<file path="src/logic/mfd_defs.vh">
// Microword field layout, register map and reset values
`ifndef MFD_DEFS_VH
`define MFD_DEFS_VH

// ==========================================
// Microword field positions
`define MFD_W_BITS      38
`define MFD_F_NEXT_LO   0
`define MFD_F_NEXT_HI   7
`define MFD_F_SPOP_LO   8
`define MFD_F_SPOP_HI   9
`define MFD_F_BYTEBR    10
`define MFD_F_SERV      11
`define MFD_F_SHOP_LO   12
`define MFD_F_SHOP_HI   13
`define MFD_F_STRB_LO   14
`define MFD_F_STRB_HI   16
`define MFD_F_XFER      17
`define MFD_F_XTYP_LO   18
`define MFD_F_XTYP_HI   19
`define MFD_F_ALBYTE    20
`define MFD_F_APATH_LO  21
`define MFD_F_APATH_HI  22
`define MFD_F_SIGNW     23
`define MFD_F_ALU_LO    24
`define MFD_F_ALU_HI    29
`define MFD_F_SASRC_LO  30
`define MFD_F_SASRC_HI  31
`define MFD_F_SALIT_LO  32
`define MFD_F_SALIT_HI  35
`define MFD_F_AUX       36
`define MFD_F_IRLD      37

// ==========================================
// Field codes
`define MFD_SP_READ     2'b00
`define MFD_SP_WR_LOW   2'b01
`define MFD_SP_WR_EXT   2'b10
`define MFD_SP_WR_WORD  2'b11
`define MFD_ST_DEST     3'h2
`define MFD_ST_FLAG     3'h3
`define MFD_ST_HALT     3'h4
`define MFD_ST_PSW      3'h5
`define MFD_ST_STACK    3'h6
`define MFD_BR_EVEN     8'h02
`define MFD_BR_ODD      8'h03

// ==========================================
// Register map
`define MFD_A_CTRL      4'h0
`define MFD_A_STATUS    4'h4
`define MFD_A_WORD_LO   4'h8
`define MFD_A_WORD_HI   4'hc
`define MFD_CTRL_FREEZE 0
`define MFD_CTRL_CLEAR  1
`define MFD_CTRL_RST    2'h0
`define MFD_RESP_OKAY   2'b00
`define MFD_RESP_DECERR 2'b11

`endif

</file>
<file path="src/logic/mfd_microword_decoder.v">
// Microword field decoder with next-step pointer and AXI4-Lite status
//
// Chosen here: the address map and the AXI4-Lite interface to the registers.
`timescale 1ns/1ps
`include "mfd_defs.vh"
module mfd_microword_decoder #(
  parameter W_BITS = `MFD_W_BITS
) (
  // Clock and reset
  input  wire              ref_clk,
  input  wire              rstn,
  // Microsequencer side
  input  wire [W_BITS-1:0] rom_word,
  input  wire              step_end,
  input  wire [7:0]        test_or_bits,
  input  wire              byte_op,
  input  wire              odd_byte,
  output reg  [7:0]        next_step_pointer,
  // Datapath inputs
  input  wire [1:0]        shift_or_bits,
  input  wire [3:0]        bus_addr_low,
  input  wire [15:0]       opcode,
  input  wire [15:0]       shift_reg_data,
  // Datapath controls
  output reg  [1:0]        scratch_op_select,
  output reg               scratch_write,
  output reg               scratch_write_high,
  output reg               scratch_extra_enable,
  output wire [1:0]        shift_reg_op_select,
  output reg  [1:0]        a_path_select,
  output reg               sign_widen_enable,
  output wire [15:0]       shift_reg_widened,
  output reg  [5:0]        alu_ctrl,
  output reg  [1:0]        scratch_addr_source,
  output reg  [3:0]        scratch_addr_literal,
  output reg  [3:0]        scratch_addr,
  output reg               opcode_latch_load,
  output reg               aux_rom_enable,
  // Status and trap side
  output reg               service_enable,
  output reg               dest_branch_strobe,
  output reg               flag_load,
  output reg               bus_fault_halt_enable,
  output reg               status_word_load,
  output reg               stack_check_enable,
  // Bus transfer side
  output reg               transfer_active,
  output reg  [1:0]        bus_ctl_type,
  output wire              bus_sync_gate,
  output wire              increment_inhibit_n,
  // AXI4-Lite write
  input  wire [3:0]        s_axi_awaddr,
  input  wire              s_axi_awvalid,
  output wire              s_axi_awready,
  input  wire [31:0]       s_axi_wdata,
  input  wire [3:0]        s_axi_wstrb,
  input  wire              s_axi_wvalid,
  output wire              s_axi_wready,
  output reg  [1:0]        s_axi_bresp,
  output reg               s_axi_bvalid,
  input  wire              s_axi_bready,
  // AXI4-Lite read
  input  wire [3:0]        s_axi_araddr,
  input  wire              s_axi_arvalid,
  output wire              s_axi_arready,
  output reg  [31:0]       s_axi_rdata,
  output reg  [1:0]        s_axi_rresp,
  output reg               s_axi_rvalid,
  input  wire              s_axi_rready
);

  // ==========================================
  // Declarations
  reg  [W_BITS-1:0] word_r;
  reg               fetch_r;
  reg  [1:0]        ctrl_r;
  reg               clear_r;
  reg  [1:0]        shift_mode_r;
  reg               aw_held_r;
  reg  [3:0]        aw_addr_r;
  reg               w_held_r;
  reg  [31:0]       w_data_r;
  reg  [3:0]        w_strb_r;
  reg  [7:0]        ptr_nxt;
  reg  [7:0]        byte_adj;
  reg  [31:0]       rd_nxt;
  reg  [1:0]        rresp_nxt;
  wire [7:0]        strobe_hot;
  wire [7:0]        cur_next;
  wire              wr_go;
  wire              freeze;
  wire [31:0]       status_word;

  // ==========================================
  // Current word fields
  assign cur_next = word_r[`MFD_F_NEXT_HI:`MFD_F_NEXT_LO];
  assign freeze   = ctrl_r[`MFD_CTRL_FREEZE];

  // Strobe decode of the select field
  // Unused codes 0, 1 and 7 light lines that nothing reads
  mfd_strobe_dec #(
    .SEL_W (3)
  ) u_strobe (
    .sel (rom_word[`MFD_F_STRB_HI:`MFD_F_STRB_LO]),
    .hot (strobe_hot)
  );

  // ==========================================
  // Next-step pointer
  // Byte branch offset, applied only on byte instructions
  always @* begin
    byte_adj = 8'h00;
    if (word_r[`MFD_F_BYTEBR] && byte_op) begin
      byte_adj = odd_byte ? `MFD_BR_ODD : `MFD_BR_EVEN;
    end
  end

  // Next address with external test bits ORed on
  // Byte offset is added first so tests can still force any line
  always @* begin
    ptr_nxt = (cur_next + byte_adj) | test_or_bits;
  end

  // Pointer latches at the end of each step
  // Freeze drops a step outright; a pulse during freeze is lost
  always @(posedge ref_clk or negedge rstn) begin
    if (!rstn) begin
      next_step_pointer <= 8'h00;
      fetch_r           <= 1'b0;
    end else if (clear_r) begin
      next_step_pointer <= 8'h00;
      fetch_r           <= 1'b1;
    end else begin
      fetch_r <= step_end && !freeze;
      if (step_end && !freeze) begin
        next_step_pointer <= ptr_nxt;
      end
    end
  end

  // ==========================================
  // Field latch, one cycle after the pointer moves
  // Word and fields load together so no step sees a mixed word
  always @(posedge ref_clk or negedge rstn) begin
    if (!rstn) begin
      word_r                <= {W_BITS{1'b0}};
      scratch_op_select     <= `MFD_SP_READ;
      scratch_write         <= 1'b0;
      scratch_write_high    <= 1'b0;
      scratch_extra_enable  <= 1'b0;
      shift_mode_r          <= 2'b00;
      a_path_select         <= 2'b00;
      sign_widen_enable     <= 1'b0;
      alu_ctrl              <= 6'h00;
      scratch_addr_source   <= 2'b00;
      scratch_addr_literal  <= 4'h0;
      opcode_latch_load     <= 1'b0;
      aux_rom_enable        <= 1'b0;
      service_enable        <= 1'b0;
      dest_branch_strobe    <= 1'b0;
      flag_load             <= 1'b0;
      bus_fault_halt_enable <= 1'b0;
      status_word_load      <= 1'b0;
      stack_check_enable    <= 1'b0;
      transfer_active       <= 1'b0;
      bus_ctl_type          <= 2'b00;
    end else if (fetch_r) begin
      word_r <= rom_word;
      // Scratch pad operation decode
      scratch_op_select <= rom_word[`MFD_F_SPOP_HI:`MFD_F_SPOP_LO];
      scratch_write <= (rom_word[`MFD_F_SPOP_HI:`MFD_F_SPOP_LO]
                        != `MFD_SP_READ);
      scratch_write_high <= rom_word[`MFD_F_SPOP_HI];
      scratch_extra_enable <= (rom_word[`MFD_F_SPOP_HI:`MFD_F_SPOP_LO]
                               == `MFD_SP_WR_EXT);
      shift_mode_r <= rom_word[`MFD_F_SHOP_HI:`MFD_F_SHOP_LO];
      a_path_select <= rom_word[`MFD_F_APATH_HI:`MFD_F_APATH_LO];
      sign_widen_enable <= rom_word[`MFD_F_SIGNW];
      alu_ctrl <= rom_word[`MFD_F_ALU_HI:`MFD_F_ALU_LO];
      scratch_addr_source <= rom_word[`MFD_F_SASRC_HI:`MFD_F_SASRC_LO];
      scratch_addr_literal <= rom_word[`MFD_F_SALIT_HI:`MFD_F_SALIT_LO];
      opcode_latch_load <= rom_word[`MFD_F_IRLD];
      aux_rom_enable <= rom_word[`MFD_F_AUX];
      service_enable <= rom_word[`MFD_F_SERV];
      // One strobe per select code; unused codes give none
      dest_branch_strobe    <= strobe_hot[`MFD_ST_DEST];
      flag_load             <= strobe_hot[`MFD_ST_FLAG];
      bus_fault_halt_enable <= strobe_hot[`MFD_ST_HALT];
      status_word_load      <= strobe_hot[`MFD_ST_PSW];
      stack_check_enable    <= strobe_hot[`MFD_ST_STACK];
      transfer_active <= rom_word[`MFD_F_XFER];
      bus_ctl_type <= rom_word[`MFD_F_XTYP_HI:`MFD_F_XTYP_LO];
    end
  end

  // ==========================================
  // Datapath helpers
  // Shift mode is ORable by other logic
  assign shift_reg_op_select = shift_mode_r | shift_or_bits;

  // Sign widening of the low byte
  // High byte is rebuilt from bit 7, old high byte is dropped
  assign shift_reg_widened = sign_widen_enable ?
    {{8{shift_reg_data[7]}}, shift_reg_data[7:0]} :
    shift_reg_data;

  // Scratch address source mux
  always @* begin
    case (scratch_addr_source)
      2'b00:   scratch_addr = bus_addr_low;
      2'b01:   scratch_addr = {1'b0, opcode[8:6]};
      2'b10:   scratch_addr = {1'b0, opcode[2:0]};
      2'b11:   scratch_addr = scratch_addr_literal;
      default: scratch_addr = 4'h0;
    endcase
  end

  // Byte transfers: sync only when byte access allowed
  // A byte cycle without the allow bit keeps sync off; a byte cycle with it
  // stops the plus-one step of the address
  assign bus_sync_gate = transfer_active &&
                         (word_r[`MFD_F_ALBYTE] || !byte_op);
  assign increment_inhibit_n = !(word_r[`MFD_F_ALBYTE] && byte_op);

  // ==========================================
  // AXI4-Lite write channel
  assign s_axi_awready = !aw_held_r && !s_axi_bvalid;
  assign s_axi_wready  = !w_held_r && !s_axi_bvalid;
  assign wr_go         = aw_held_r && w_held_r && !s_axi_bvalid;

  // Capture address and data in either order, answer both
  // Each ready drops while its own half is held, both while answered, so a
  // second write simply waits until the response is taken
  always @(posedge ref_clk or negedge rstn) begin
    if (!rstn) begin
      aw_held_r    <= 1'b0;
      aw_addr_r    <= 4'h0;
      w_held_r     <= 1'b0;
      w_data_r     <= 32'h0000_0000;
      w_strb_r     <= 4'h0;
      s_axi_bvalid <= 1'b0;
      s_axi_bresp  <= `MFD_RESP_OKAY;
      ctrl_r       <= `MFD_CTRL_RST;
      clear_r      <= 1'b0;
    end else begin
      clear_r <= 1'b0;
      if (s_axi_awvalid && s_axi_awready) begin
        aw_held_r <= 1'b1;
        aw_addr_r <= s_axi_awaddr;
      end
      if (s_axi_wvalid && s_axi_wready) begin
        w_held_r <= 1'b1;
        w_data_r <= s_axi_wdata;
        w_strb_r <= s_axi_wstrb;
      end
      if (wr_go) begin
        aw_held_r    <= 1'b0;
        w_held_r     <= 1'b0;
        s_axi_bvalid <= 1'b1;
        s_axi_bresp  <= `MFD_RESP_OKAY;
        case (aw_addr_r[3:2])
          2'b00: begin
            if (w_strb_r[0]) begin
              ctrl_r[`MFD_CTRL_FREEZE] <= w_data_r[`MFD_CTRL_FREEZE];
              clear_r <= w_data_r[`MFD_CTRL_CLEAR];
            end
          end
          2'b01, 2'b10, 2'b11: begin
          end
          default: s_axi_bresp <= `MFD_RESP_DECERR;
        endcase
        if (aw_addr_r[1:0] != 2'b00) begin
          s_axi_bresp <= `MFD_RESP_DECERR;
        end
      end else if (s_axi_bvalid && s_axi_bready) begin
        s_axi_bvalid <= 1'b0;
      end
    end
  end

  // ==========================================
  // Status word seen by software
  // Pointer in the low byte, one bit per strobe above it
  assign status_word = {8'h00,
                        service_enable,
                        transfer_active,
                        bus_ctl_type,
                        dest_branch_strobe,
                        flag_load,
                        bus_fault_halt_enable,
                        status_word_load,
                        stack_check_enable,
                        7'h00,
                        next_step_pointer};

  // ==========================================
  // AXI4-Lite read channel
  assign s_axi_arready = !s_axi_rvalid;

  // Read data mux
  always @* begin
    rd_nxt    = 32'h0000_0000;
    rresp_nxt = `MFD_RESP_OKAY;
    case (s_axi_araddr)
      `MFD_A_CTRL:    rd_nxt = {30'h0000_0000, 1'b0, freeze};
      `MFD_A_STATUS:  rd_nxt = status_word;
      `MFD_A_WORD_LO: rd_nxt = word_r[31:0];
      `MFD_A_WORD_HI: rd_nxt = {{(64-W_BITS){1'b0}}, word_r[W_BITS-1:32]};
      default:        rresp_nxt = `MFD_RESP_DECERR;
    endcase
  end

  // Register the answer at the edge that takes the address
  // Arready drops only while an answer waits, so reads never overlap
  always @(posedge ref_clk or negedge rstn) begin
    if (!rstn) begin
      s_axi_rvalid <= 1'b0;
      s_axi_rdata  <= 32'h0000_0000;
      s_axi_rresp  <= `MFD_RESP_OKAY;
    end else if (s_axi_arvalid && s_axi_arready) begin
      s_axi_rvalid <= 1'b1;
      s_axi_rdata  <= rd_nxt;
      s_axi_rresp  <= rresp_nxt;
    end else if (s_axi_rvalid && s_axi_rready) begin
      s_axi_rvalid <= 1'b0;
    end
  end

endmodule

</file>
<file path="src/logic/mfd_strobe_dec.v">
// One-hot decoder for the multiplexed branch/enable select field
`timescale 1ns/1ps
module mfd_strobe_dec #(
  parameter SEL_W = 3
) (
  // Select code
  input  wire [SEL_W-1:0]      sel,
  // One-hot result
  output wire [(1<<SEL_W)-1:0] hot
);

  // ==========================================
  // Decode
  genvar i;
  generate
    for (i = 0; i < (1 << SEL_W); i = i + 1) begin : g_code
      // One line per code value
      assign hot[i] = (sel == i[SEL_W-1:0]);
    end
  endgenerate

endmodule
</file>
<file path="config.mk">
export PLATFORM = sky130hd
export DESIGN_NAME = mfd_microword_decoder
export DESIGN_NICKNAME = d
export VERILOG_FILES = /design/src/logic/mfd_microword_decoder.v /design/src/logic/mfd_strobe_dec.v
export VERILOG_INCLUDE_DIRS = /design/src /design/src/logic
export SDC_FILE = /design/constraint.sdc
export NUM_CORES = 1
export LEC_CHECK = 0
export BUFFER_PORTS_ARGS = -buffer_cell sky130_fd_sc_hd__buf_2
export CAP_MARGIN = 20
export CORE_ASPECT_RATIO = 1.25
export CORE_MARGIN = 10
export CORE_UTILIZATION = 45
export CTS_CLUSTER_DIAMETER = 120
export DETAILED_ROUTE_END_ITERATION = 8
export HOLD_SLACK_MARGIN = 0.1
export PLACE_DENSITY = 0.8
export SYNTH_ARGS = -nofsm -noshare
export SYNTH_HDL_FRONTEND = slang
export SYNTH_SLANG_ARGS = --single-unit
export TNS_END_PERCENT = 50
</file>
<file path="constraint.sdc">
create_clock -name ref_clk -period 2.2 [get_ports ref_clk]
set_input_delay 0.33 -clock ref_clk [delete_from_list [all_inputs] [get_ports ref_clk]]
set_output_delay 0.33 -clock ref_clk [all_outputs]
set_load 0.01 [all_outputs]
</file>
==> flow_results.xml, run 1 <==
<?xml version="1.0" encoding="UTF-8"?>
<metrics>
  <group name="grt">
    <metric name="global_route.overflow_total" unit="">0</metric>
    <metric name="global_route.usage.total" unit="">0.174</metric>
    <metric name="maximum_number_of_pins_on_one_net_before_global_route_repair" unit="">46</metric>
    <metric name="via_count_of_the_first_global_routing_pass" unit="">3870</metric>
    <metric name="grt_antenna_before_repair" unit="">0</metric>
    <metric name="grt_pass1_wl" unit="mm">20.3</metric>
  </group>
  <group name="sta">
    <metric name="worstMarginPinSlew" unit="ns">0.821</metric>
    <metric name="timing.final.max_slew_violations" unit="">0</metric>
    <metric name="final.period_utilization" unit="">0.966</metric>
    <metric name="grt_setup_unrepaired" unit="">false</metric>
    <metric name="fmax" unit="GHz">0.470</metric>
    <metric name="timing.clock.skew" unit="ns">0.00596</metric>
    <metric name="timing_hold_violations_final" unit="">0</metric>
    <metric name="final-setup-viol-count" unit="">0</metric>
    <metric name="relSlewSlack" unit="">0.452</metric>
    <metric name="finalWorstPathRequiredPeriod" unit="ns">2.13</metric>
    <metric name="totalNegativeSetupSlack" unit="ns">0</metric>
  </group>
  <group name="logic_synthesis">
    <metric name="yosys.cell_count.top_type" unit="">dfrtp_1</metric>
    <metric name="synth_fa_ha_area_frac" unit="">0.00986</metric>
    <metric name="syn_area_per_cell" unit="µm²">11.4</metric>
    <metric name="yosys_register_bits" unit="">101</metric>
    <metric name="synth_area" unit="µm²">4570</metric>
    <metric name="yosys-top-cells-count" unit="">dfrtp_1, mux2_2, o21ai_0, nand2_1, buf_4</metric>
    <metric name="yosys.area_share.xor_xnor" unit="">0.00383</metric>
    <metric name="synth-warning-count" unit="">0</metric>
    <metric name="number_of_nets_in_the_synthesized_netlist" unit="">543</metric>
    <metric name="synth_area_leaders" unit="">dfrtp_1, mux2_2, buf_4</metric>
    <metric name="ys_seq_area_frac" unit="">0.553</metric>
    <metric name="synth_top_family_by_area" unit="">multiplexers</metric>
    <metric name="simple_logic_cell_fraction_of_the_synthesized_area" unit="">0.0871</metric>
    <metric name="synthCells" unit="">402</metric>
    <metric name="muxShareOfSynthArea" unit="">0.135</metric>
    <metric name="ys_dominant_reg_cell" unit="">dfrtp_1</metric>
    <metric name="yosys.area.top_type" unit="">dfrtp_1</metric>
    <metric name="compound_gate_portion_of_the_synthesized_area" unit="">0.130</metric>
    <metric name="synth_edf_count" unit="">0</metric>
    <metric name="synthDominantCellAreaShare" unit="">0.553</metric>
    <metric name="postSynth.asyncResetShare" unit="">1.00</metric>
    <metric name="library_cells_used_by_synthesis" unit="">42</metric>
  </group>
  <group name="worst_hold_path">
    <metric name="hold_path_class" unit="">input port to flop</metric>
  </group>
  <group name="cells_and_area">
    <metric name="final_cells" unit="">693</metric>
    <metric name="areaGrowthSynthToFinish" unit="%">26.7</metric>
    <metric name="share_of_layout_cells_above_drive_strength_1" unit="">0.468</metric>
    <metric name="antenna_cells_inserted" unit="">0</metric>
    <metric name="nNetsFinal" unit="">700</metric>
    <metric name="finalInstanceArea" unit="µm²">5790</metric>
  </group>
  <group name="placement">
    <metric name="post_dp_cell_area" unit="µm²">5460</metric>
    <metric name="finalWeightedCongestion" unit="">0.899</metric>
    <metric name="dpl.cell_count" unit="">676</metric>
    <metric name="port_buffers" unit="">184</metric>
    <metric name="dp.final_hpwl" unit="mm">9.94</metric>
  </group>
  <group name="drt">
    <metric name="postRouteAntennaNets" unit="">0</metric>
    <metric name="wire_per_inst" unit="µm">18.5</metric>
    <metric name="first_iter_violations" unit="">208</metric>
    <metric name="routed_via_density" unit="">5.29</metric>
    <metric name="finalWirelength" unit="mm">12.9</metric>
    <metric name="drcViolationCount" unit="">0</metric>
    <metric name="drt_pre_antenna_iters" unit="">4</metric>
    <metric name="vias" unit="">3664</metric>
  </group>
  <group name="clock_tree">
    <metric name="tritoncts.num_buffers" unit="">9</metric>
    <metric name="tritoncts_clock_tree" unit="">yes</metric>
    <metric name="path_clk_slew" unit="ns">0.07</metric>
    <metric name="cts.sinks" unit="">101</metric>
    <metric name="clk_path_buf_depth" unit="">2</metric>
    <metric name="root_buffer" unit="">clkbuf_16</metric>
    <metric name="cts.repair_timing.setup_buffer_count" unit="">0</metric>
    <metric name="clk_latency" unit="ns">0.33</metric>
    <metric name="cts-htree-levels" unit="">3</metric>
  </group>
  <group name="floorplan">
    <metric name="die_area" unit="µm²">14600</metric>
    <metric name="floorplan.io_pins" unit="">242</metric>
    <metric name="die_w" unit="µm">110</metric>
    <metric name="floorplan.rows" unit="">41</metric>
    <metric name="start_util" unit="">0.457</metric>
    <metric name="core-area" unit="µm²">10000</metric>
    <metric name="die_height" unit="µm">133</metric>
  </group>
  <group name="setup_path">
    <metric name="critical_path_required" unit="ns">2.47</metric>
    <metric name="critPathArrivalTime" unit="ns">2.39</metric>
    <metric name="worst-setup-path-type" unit="">flop to flop</metric>
    <metric name="critical_path_peak_fanout" unit="">4</metric>
    <metric name="setup_crit_start_kind" unit="">flop</metric>
    <metric name="end_kind" unit="">flop</metric>
  </group>
  <group name="job">
    <metric name="maxCapViolations" unit="">0</metric>
  </group>
  <group name="power_and_ir_drop">
    <metric name="vdd.ir_drop.worst" unit="mV">0.783</metric>
    <metric name="power.density" unit="nW/µm²">1240</metric>
    <metric name="p_leak" unit="nW">2.91</metric>
  </group>
  <group name="run_status">
    <metric name="outcome" unit="">complete, no violations</metric>
  </group>
</metrics>
[placed cells by master, fill, tap and decap left out, types with 3 or more instances in the layout]
master and count:
mux2_2 48, buf_4 7, nor2_1 11, o21ai_0 41
and2_1 4, a32oi_1 3, dfrtp_1 100, buf_2 183
nand2_1 40, a22o_1 16, nand3_1 6, nor2b_1 4
mux4_2 3, a21oi_1 7, nand2b_1 3, clkbuf_16 9
inv_1 22, a22oi_1 14
[sequential cells by signal, summed over array words and instances (netlist names), 2 cells and up]
| register | cells |
|---|---|
| alu_ctrl | 5 |
| aw_addr_r | 4 |
| next_step_pointer | 8 |
| s_axi_rdata | 32 |
| scratch_addr_literal | 3 |
| w_data_r | 2 |
| word_r | 25 |
[worst max-delay path, cell delays in order (launching register included)]
cell      delay [ns]
dfrtp_1         0.38
and3_4          0.19
ha_2            0.19
inv_1           0.05
fa_1            0.37
nand3b_1        0.18
or4_1           0.48
o21ai_0         0.09
a221o_1         0.13
[metrics by stage]
| step | hold slack, ns | worst slack, ns | power, mW | utilization |
|---|---|---|---|---|
| after detailed placement | 0.363 | -0.0230 | 5.58 | 0.545 |
| after global routing | 0.182 | 0.00212 | 7.65 | 0.579 |
| after global placement | 0.369 | 0.0242 | 5.45 | 0.545 |
| final | 0.193 | 0.0745 | 7.17 | 0.579 |
| after floorplan | 0.0344 | 0.195 | 4.68 | - |
| after CTS | 0.186 | 0.0575 | 7.26 | 0.578 |
[report_power, final]
| part | switching, mW | leakage (nW) | internal [mW] |
|---|---|---|---|
| sequential | 0.636 | 1.26 | 2.48 |
| clock | 0.669 | 0.153 | 0.997 |
| combinational | 1.18 | 1.49 | 1.21 |
[area by class of cell]
type	count	area, µm²
inverter	22	82.6
timing repair buffer	193	1020
clock buffer	10	229
clock inverter	6	86.3
sequential	101	2530
fill	891	4220
tap	129	161
multi-input combinational	232	1680
[timing repair]
item | 4_1_cts | 5_1_grt
endpoints found under the setup margin | 0 | 1
resized for setup | 0 | 2
hold endpoints to repair | 43 | 0
hold buffers | 1 | 0
[kinds of logic (layout without fill, tap and decap cells)]
family | count (synthesis) | after routing
multiplexers | 52 | 52
AO/OA/AOI/OAI | 92 | 92
flip-flops | 101 | 101
XOR/XNOR | 2 | 2
AND/OR/NAND/NOR | 83 | 83
buffers and inverters | 69 | 231
adder cells (fa/ha/maj) | 3 | 3
[routing by layer]
metal | vias to the layer above | global-route usage | share of wire
met5 | - | 0 | 0
met4 | 0 | 0.0572 | 0.015
met3 | 15 | 0.0476 | 0.072
met2 | 135 | 0.302 | 0.53
met1 | 1821 | 0.200 | 0.39
li1 | 1693 | - | -
[path summary, 6_finish.rpt]
| kind | endpoint | cells after the start | startpoint | slack, ns |
|---|---|---|---|---|
| setup reg to reg | next_step_pointer[6] | 8 | word_r[10] | 0.07 |
| max in group asynchronous | fetch_r | 3 | rstn | 0.98 |
| setup / recovery | next_step_pointer[6] | 8 | word_r[10] | 0.07 |
| hold / removal | s_axi_bvalid | 2 | s_axi_bready | 0.19 |
| min in group asynchronous | word_r[29] | 2 | rstn | 0.55 |
| hold reg to reg | s_axi_rdata[23] | 2 | s_axi_rdata[23] | 0.48 |
(Power assumes the default switching activity.)
==> inputs of run 2 (changes only) <==
Settings changed: SETUP_SLACK_MARGIN set to 0.4.
==> run 2 against run 1 <==
  * Sequential cell count unchanged
  * Critical path type unchanged
  * Largest power group unchanged
  * Sequential power about the same
  * Total power down 0.45%
  * Hold slack worse by 0.0091 ns
  * Largest cell class unchanged
  * Critical path depth unchanged
==> flow_results.xml, run 2 (synthesized netlist as in run 1, its figures left out) <==
<?xml version="1.0" encoding="UTF-8"?>
<metrics>
  <group name="sta">
    <metric name="finalWorstPathRequiredPeriod" unit="ns">1.97</metric>
    <metric name="relSlewSlack" unit="">0.473</metric>
    <metric name="worstMarginPinSlew" unit="ns">0.791</metric>
    <metric name="timing.clock.skew" unit="ns">0.0106</metric>
    <metric name="timing_hold_violations_final" unit="">0</metric>
    <metric name="final.period_utilization" unit="">0.896</metric>
    <metric name="grt_setup_unrepaired" unit="">true</metric>
    <metric name="fmax" unit="GHz">0.507</metric>
    <metric name="final-setup-viol-count" unit="">0</metric>
    <metric name="setup_slack" unit="ns">0.228</metric>
    <metric name="timing.final.max_slew_violations" unit="">0</metric>
  </group>
  <group name="setup_path">
    <metric name="setup_crit_start_kind" unit="">flop</metric>
    <metric name="critical_path_peak_fanout" unit="">3</metric>
    <metric name="critPathArrivalTime" unit="ns">2.24</metric>
    <metric name="critical-path-slowest-cell" unit="">or4_4</metric>
    <metric name="critical_path_required" unit="ns">2.47</metric>
    <metric name="end_kind" unit="">flop</metric>
    <metric name="critical_path.top_delay_family" unit="">simple AND/OR/NAND/NOR gates</metric>
    <metric name="critical_path_buf_inv_count" unit="">1</metric>
    <metric name="path_cells" unit="">and3_4 &gt; ha_4 &gt; inv_2 &gt; fa_2 &gt; nand3b_1 &gt; or4_4 &gt; o21ai_2 &gt; a221o_1</metric>
    <metric name="cpPeakStageDelay" unit="ns">0.43</metric>
    <metric name="worst-setup-path-type" unit="">flop to flop</metric>
  </group>
  <group name="cells_and_area">
    <metric name="most_frequent_standard_cell_in_the_layout_excluding_fill_and_tap_cells" unit="">buf_2</metric>
    <metric name="largestRegisters" unit="">s_axi_rdata (32), word_r (25), next_step_pointer (8)</metric>
    <metric name="combined_area_of_the_multi_input_logic_cells" unit="µm²">1710</metric>
    <metric name="largest_register_ffs" unit="">32</metric>
    <metric name="fillers" unit="">869</metric>
    <metric name="regMostFlops" unit="">s_axi_rdata</metric>
    <metric name="areaGrowthSynthToFinish" unit="%">28.1</metric>
    <metric name="nNetsFinal" unit="">706</metric>
    <metric name="antenna_cells_inserted" unit="">0</metric>
    <metric name="most_used_cells_in_the_layout_excluding_fill_and_tap_cells" unit="">buf_2, dfrtp_1, mux2_2</metric>
    <metric name="finalInstanceArea" unit="µm²">5850</metric>
    <metric name="share_of_layout_cells_above_drive_strength_1" unit="">0.486</metric>
    <metric name="layout.area.seq" unit="µm²">2530</metric>
  </group>
  <group name="placement">
    <metric name="finalWeightedCongestion" unit="">0.875</metric>
    <metric name="pre_cts_slack" unit="ns">-0.0125</metric>
    <metric name="dp.final_hpwl" unit="mm">10.1</metric>
    <metric name="port_buffers" unit="">184</metric>
    <metric name="post_dp_cell_area" unit="µm²">5470</metric>
  </group>
  <group name="power_and_ir_drop">
    <metric name="netSwitchingFraction" unit="">0.354</metric>
    <metric name="switchingPower" unit="mW">2.53</metric>
    <metric name="share_seq_of_total_power" unit="">0.436</metric>
    <metric name="clock_power_share" unit="">0.211</metric>
    <metric name="vdd.ir_drop.worst" unit="mV">0.608</metric>
    <metric name="total_power" unit="mW">7.14</metric>
    <metric name="power.density" unit="nW/µm²">1220</metric>
    <metric name="relative_contribution_of_combinational_cells_to_total_power" unit="">0.353</metric>
    <metric name="p_leak" unit="nW">2.94</metric>
    <metric name="cell_internal_pwr" unit="mW">4.61</metric>
  </group>
  <group name="floorplan">
    <metric name="die_w" unit="µm">110</metric>
    <metric name="core-area" unit="µm²">10000</metric>
    <metric name="floorplan.rows" unit="">41</metric>
    <metric name="start_util" unit="">0.457</metric>
    <metric name="die_area" unit="µm²">14600</metric>
    <metric name="floorplan.io_pins" unit="">242</metric>
    <metric name="die_height" unit="µm">133</metric>
  </group>
  <group name="grt">
    <metric name="global_route.overflow_total" unit="">0</metric>
    <metric name="grt_pass1_wl" unit="mm">20.6</metric>
    <metric name="grt_antenna_before_repair" unit="">0</metric>
    <metric name="via_count_of_the_first_global_routing_pass" unit="">3952</metric>
    <metric name="global_route.usage.total" unit="">0.178</metric>
    <metric name="maximum_number_of_pins_on_one_net_before_global_route_repair" unit="">47</metric>
  </group>
  <group name="clock_tree">
    <metric name="clk_path_buf_depth" unit="">2</metric>
    <metric name="tritoncts_clock_tree" unit="">yes</metric>
    <metric name="clk_latency" unit="ns">0.34</metric>
    <metric name="path_clk_slew" unit="ns">0.07</metric>
    <metric name="cts-htree-levels" unit="">3</metric>
    <metric name="cts.sinks" unit="">101</metric>
    <metric name="tritoncts.num_buffers" unit="">9</metric>
    <metric name="root_buffer" unit="">clkbuf_16</metric>
  </group>
  <group name="job">
    <metric name="maxCapViolations" unit="">0</metric>
  </group>
  <group name="drt">
    <metric name="drt_pre_antenna_iters" unit="">5</metric>
    <metric name="finalWirelength" unit="mm">13.2</metric>
    <metric name="routed_via_density" unit="">5.29</metric>
    <metric name="wire_per_inst" unit="µm">18.8</metric>
    <metric name="first_iter_violations" unit="">159</metric>
    <metric name="drcViolationCount" unit="">0</metric>
    <metric name="postRouteAntennaNets" unit="">0</metric>
    <metric name="vias" unit="">3700</metric>
  </group>
  <group name="run_status">
    <metric name="outcome" unit="">complete, no violations</metric>
  </group>
  <group name="worst_hold_path">
    <metric name="hold_path_class" unit="">input port to flop</metric>
  </group>
</metrics>
==> run 2: cell count changes in the layout (fill, tap and decap cells not counted), moves of 2 or more <==
cell | previous run | this run
buf_2 | 183 | 181
clkbuf_8 | 0 | 2
clkinv_4 | 0 | 2
buf_4 | 7 | 12
bufinv_16 | 2 | 0
buf_6 | 0 | 3
o21ai_0 | 41 | 39
==> run 2: power by group through the flow <==
stage	clock, mW	combinational, mW	sequential (mW)
floorplan	0	1.68	3.01
global placement	0	2.37	3.09
detailed placement	0	2.44	3.14
CTS	1.56	2.51	3.11
global route	1.63	2.78	3.22
finish	1.51	2.52	3.11
==> run 2: through the flow <==
stage / utilization / setup TNS, ns / hold WS [ns] / instances
final: 0.585 / 0 / 0.184 / 699
after global routing: 0.585 / 0 / 0.177 / 699
after CTS: 0.582 / 0 / 0.172 / 698
after detailed placement: 0.547 / -0.0125 / 0.287 / 677
after global placement: 0.547 / 0 / 0.291 / 677
after floorplan: - / 0 / 0.0344 / 402
==> run 2: path summary, 6_finish.rpt <==
check | from | cells after the start | slack, ns | end
worst max-delay path | word_r[10] | 8 | 0.23 | next_step_pointer[6]
worst min-delay path | s_axi_bready | 2 | 0.18 | s_axi_bvalid
worst max register to register | word_r[10] | 8 | 0.23 | next_step_pointer[6]
worst min register to register | s_axi_rdata[23] | 2 | 0.48 | s_axi_rdata[23]
max in group asynchronous | rstn | 3 | 1.14 | fetch_r
min in group asynchronous | rstn | 2 | 0.47 | word_r[36]
==> run 2: layer usage <==
metal / vias up / share of wire / track usage
met3: 22 / 0.082 / 0.0408
li1: 1717 / - / -
met5: - / 0 / 0
met4: 0 / 0.022 / 0.0780
met2: 155 / 0.53 / 0.309
met1: 1806 / 0.37 / 0.200
==> run 2: cell type report <==
class                      count  share of cell area
multi-input combinational    232               0.292
inverter                      22              0.0141
clock inverter                 4             0.00534
tap                          129              0.0276
sequential                   101               0.432
timing repair buffer         199               0.184
clock buffer                  12              0.0438
==> run 2: timing repair <==
action,in CTS,in global routing
pin swaps,3,2
endpoints found under the hold margin,28,0
resized for setup,7,5
setup endpoints to repair,5,10
hold buffers,1,0
buffers inserted,4,1
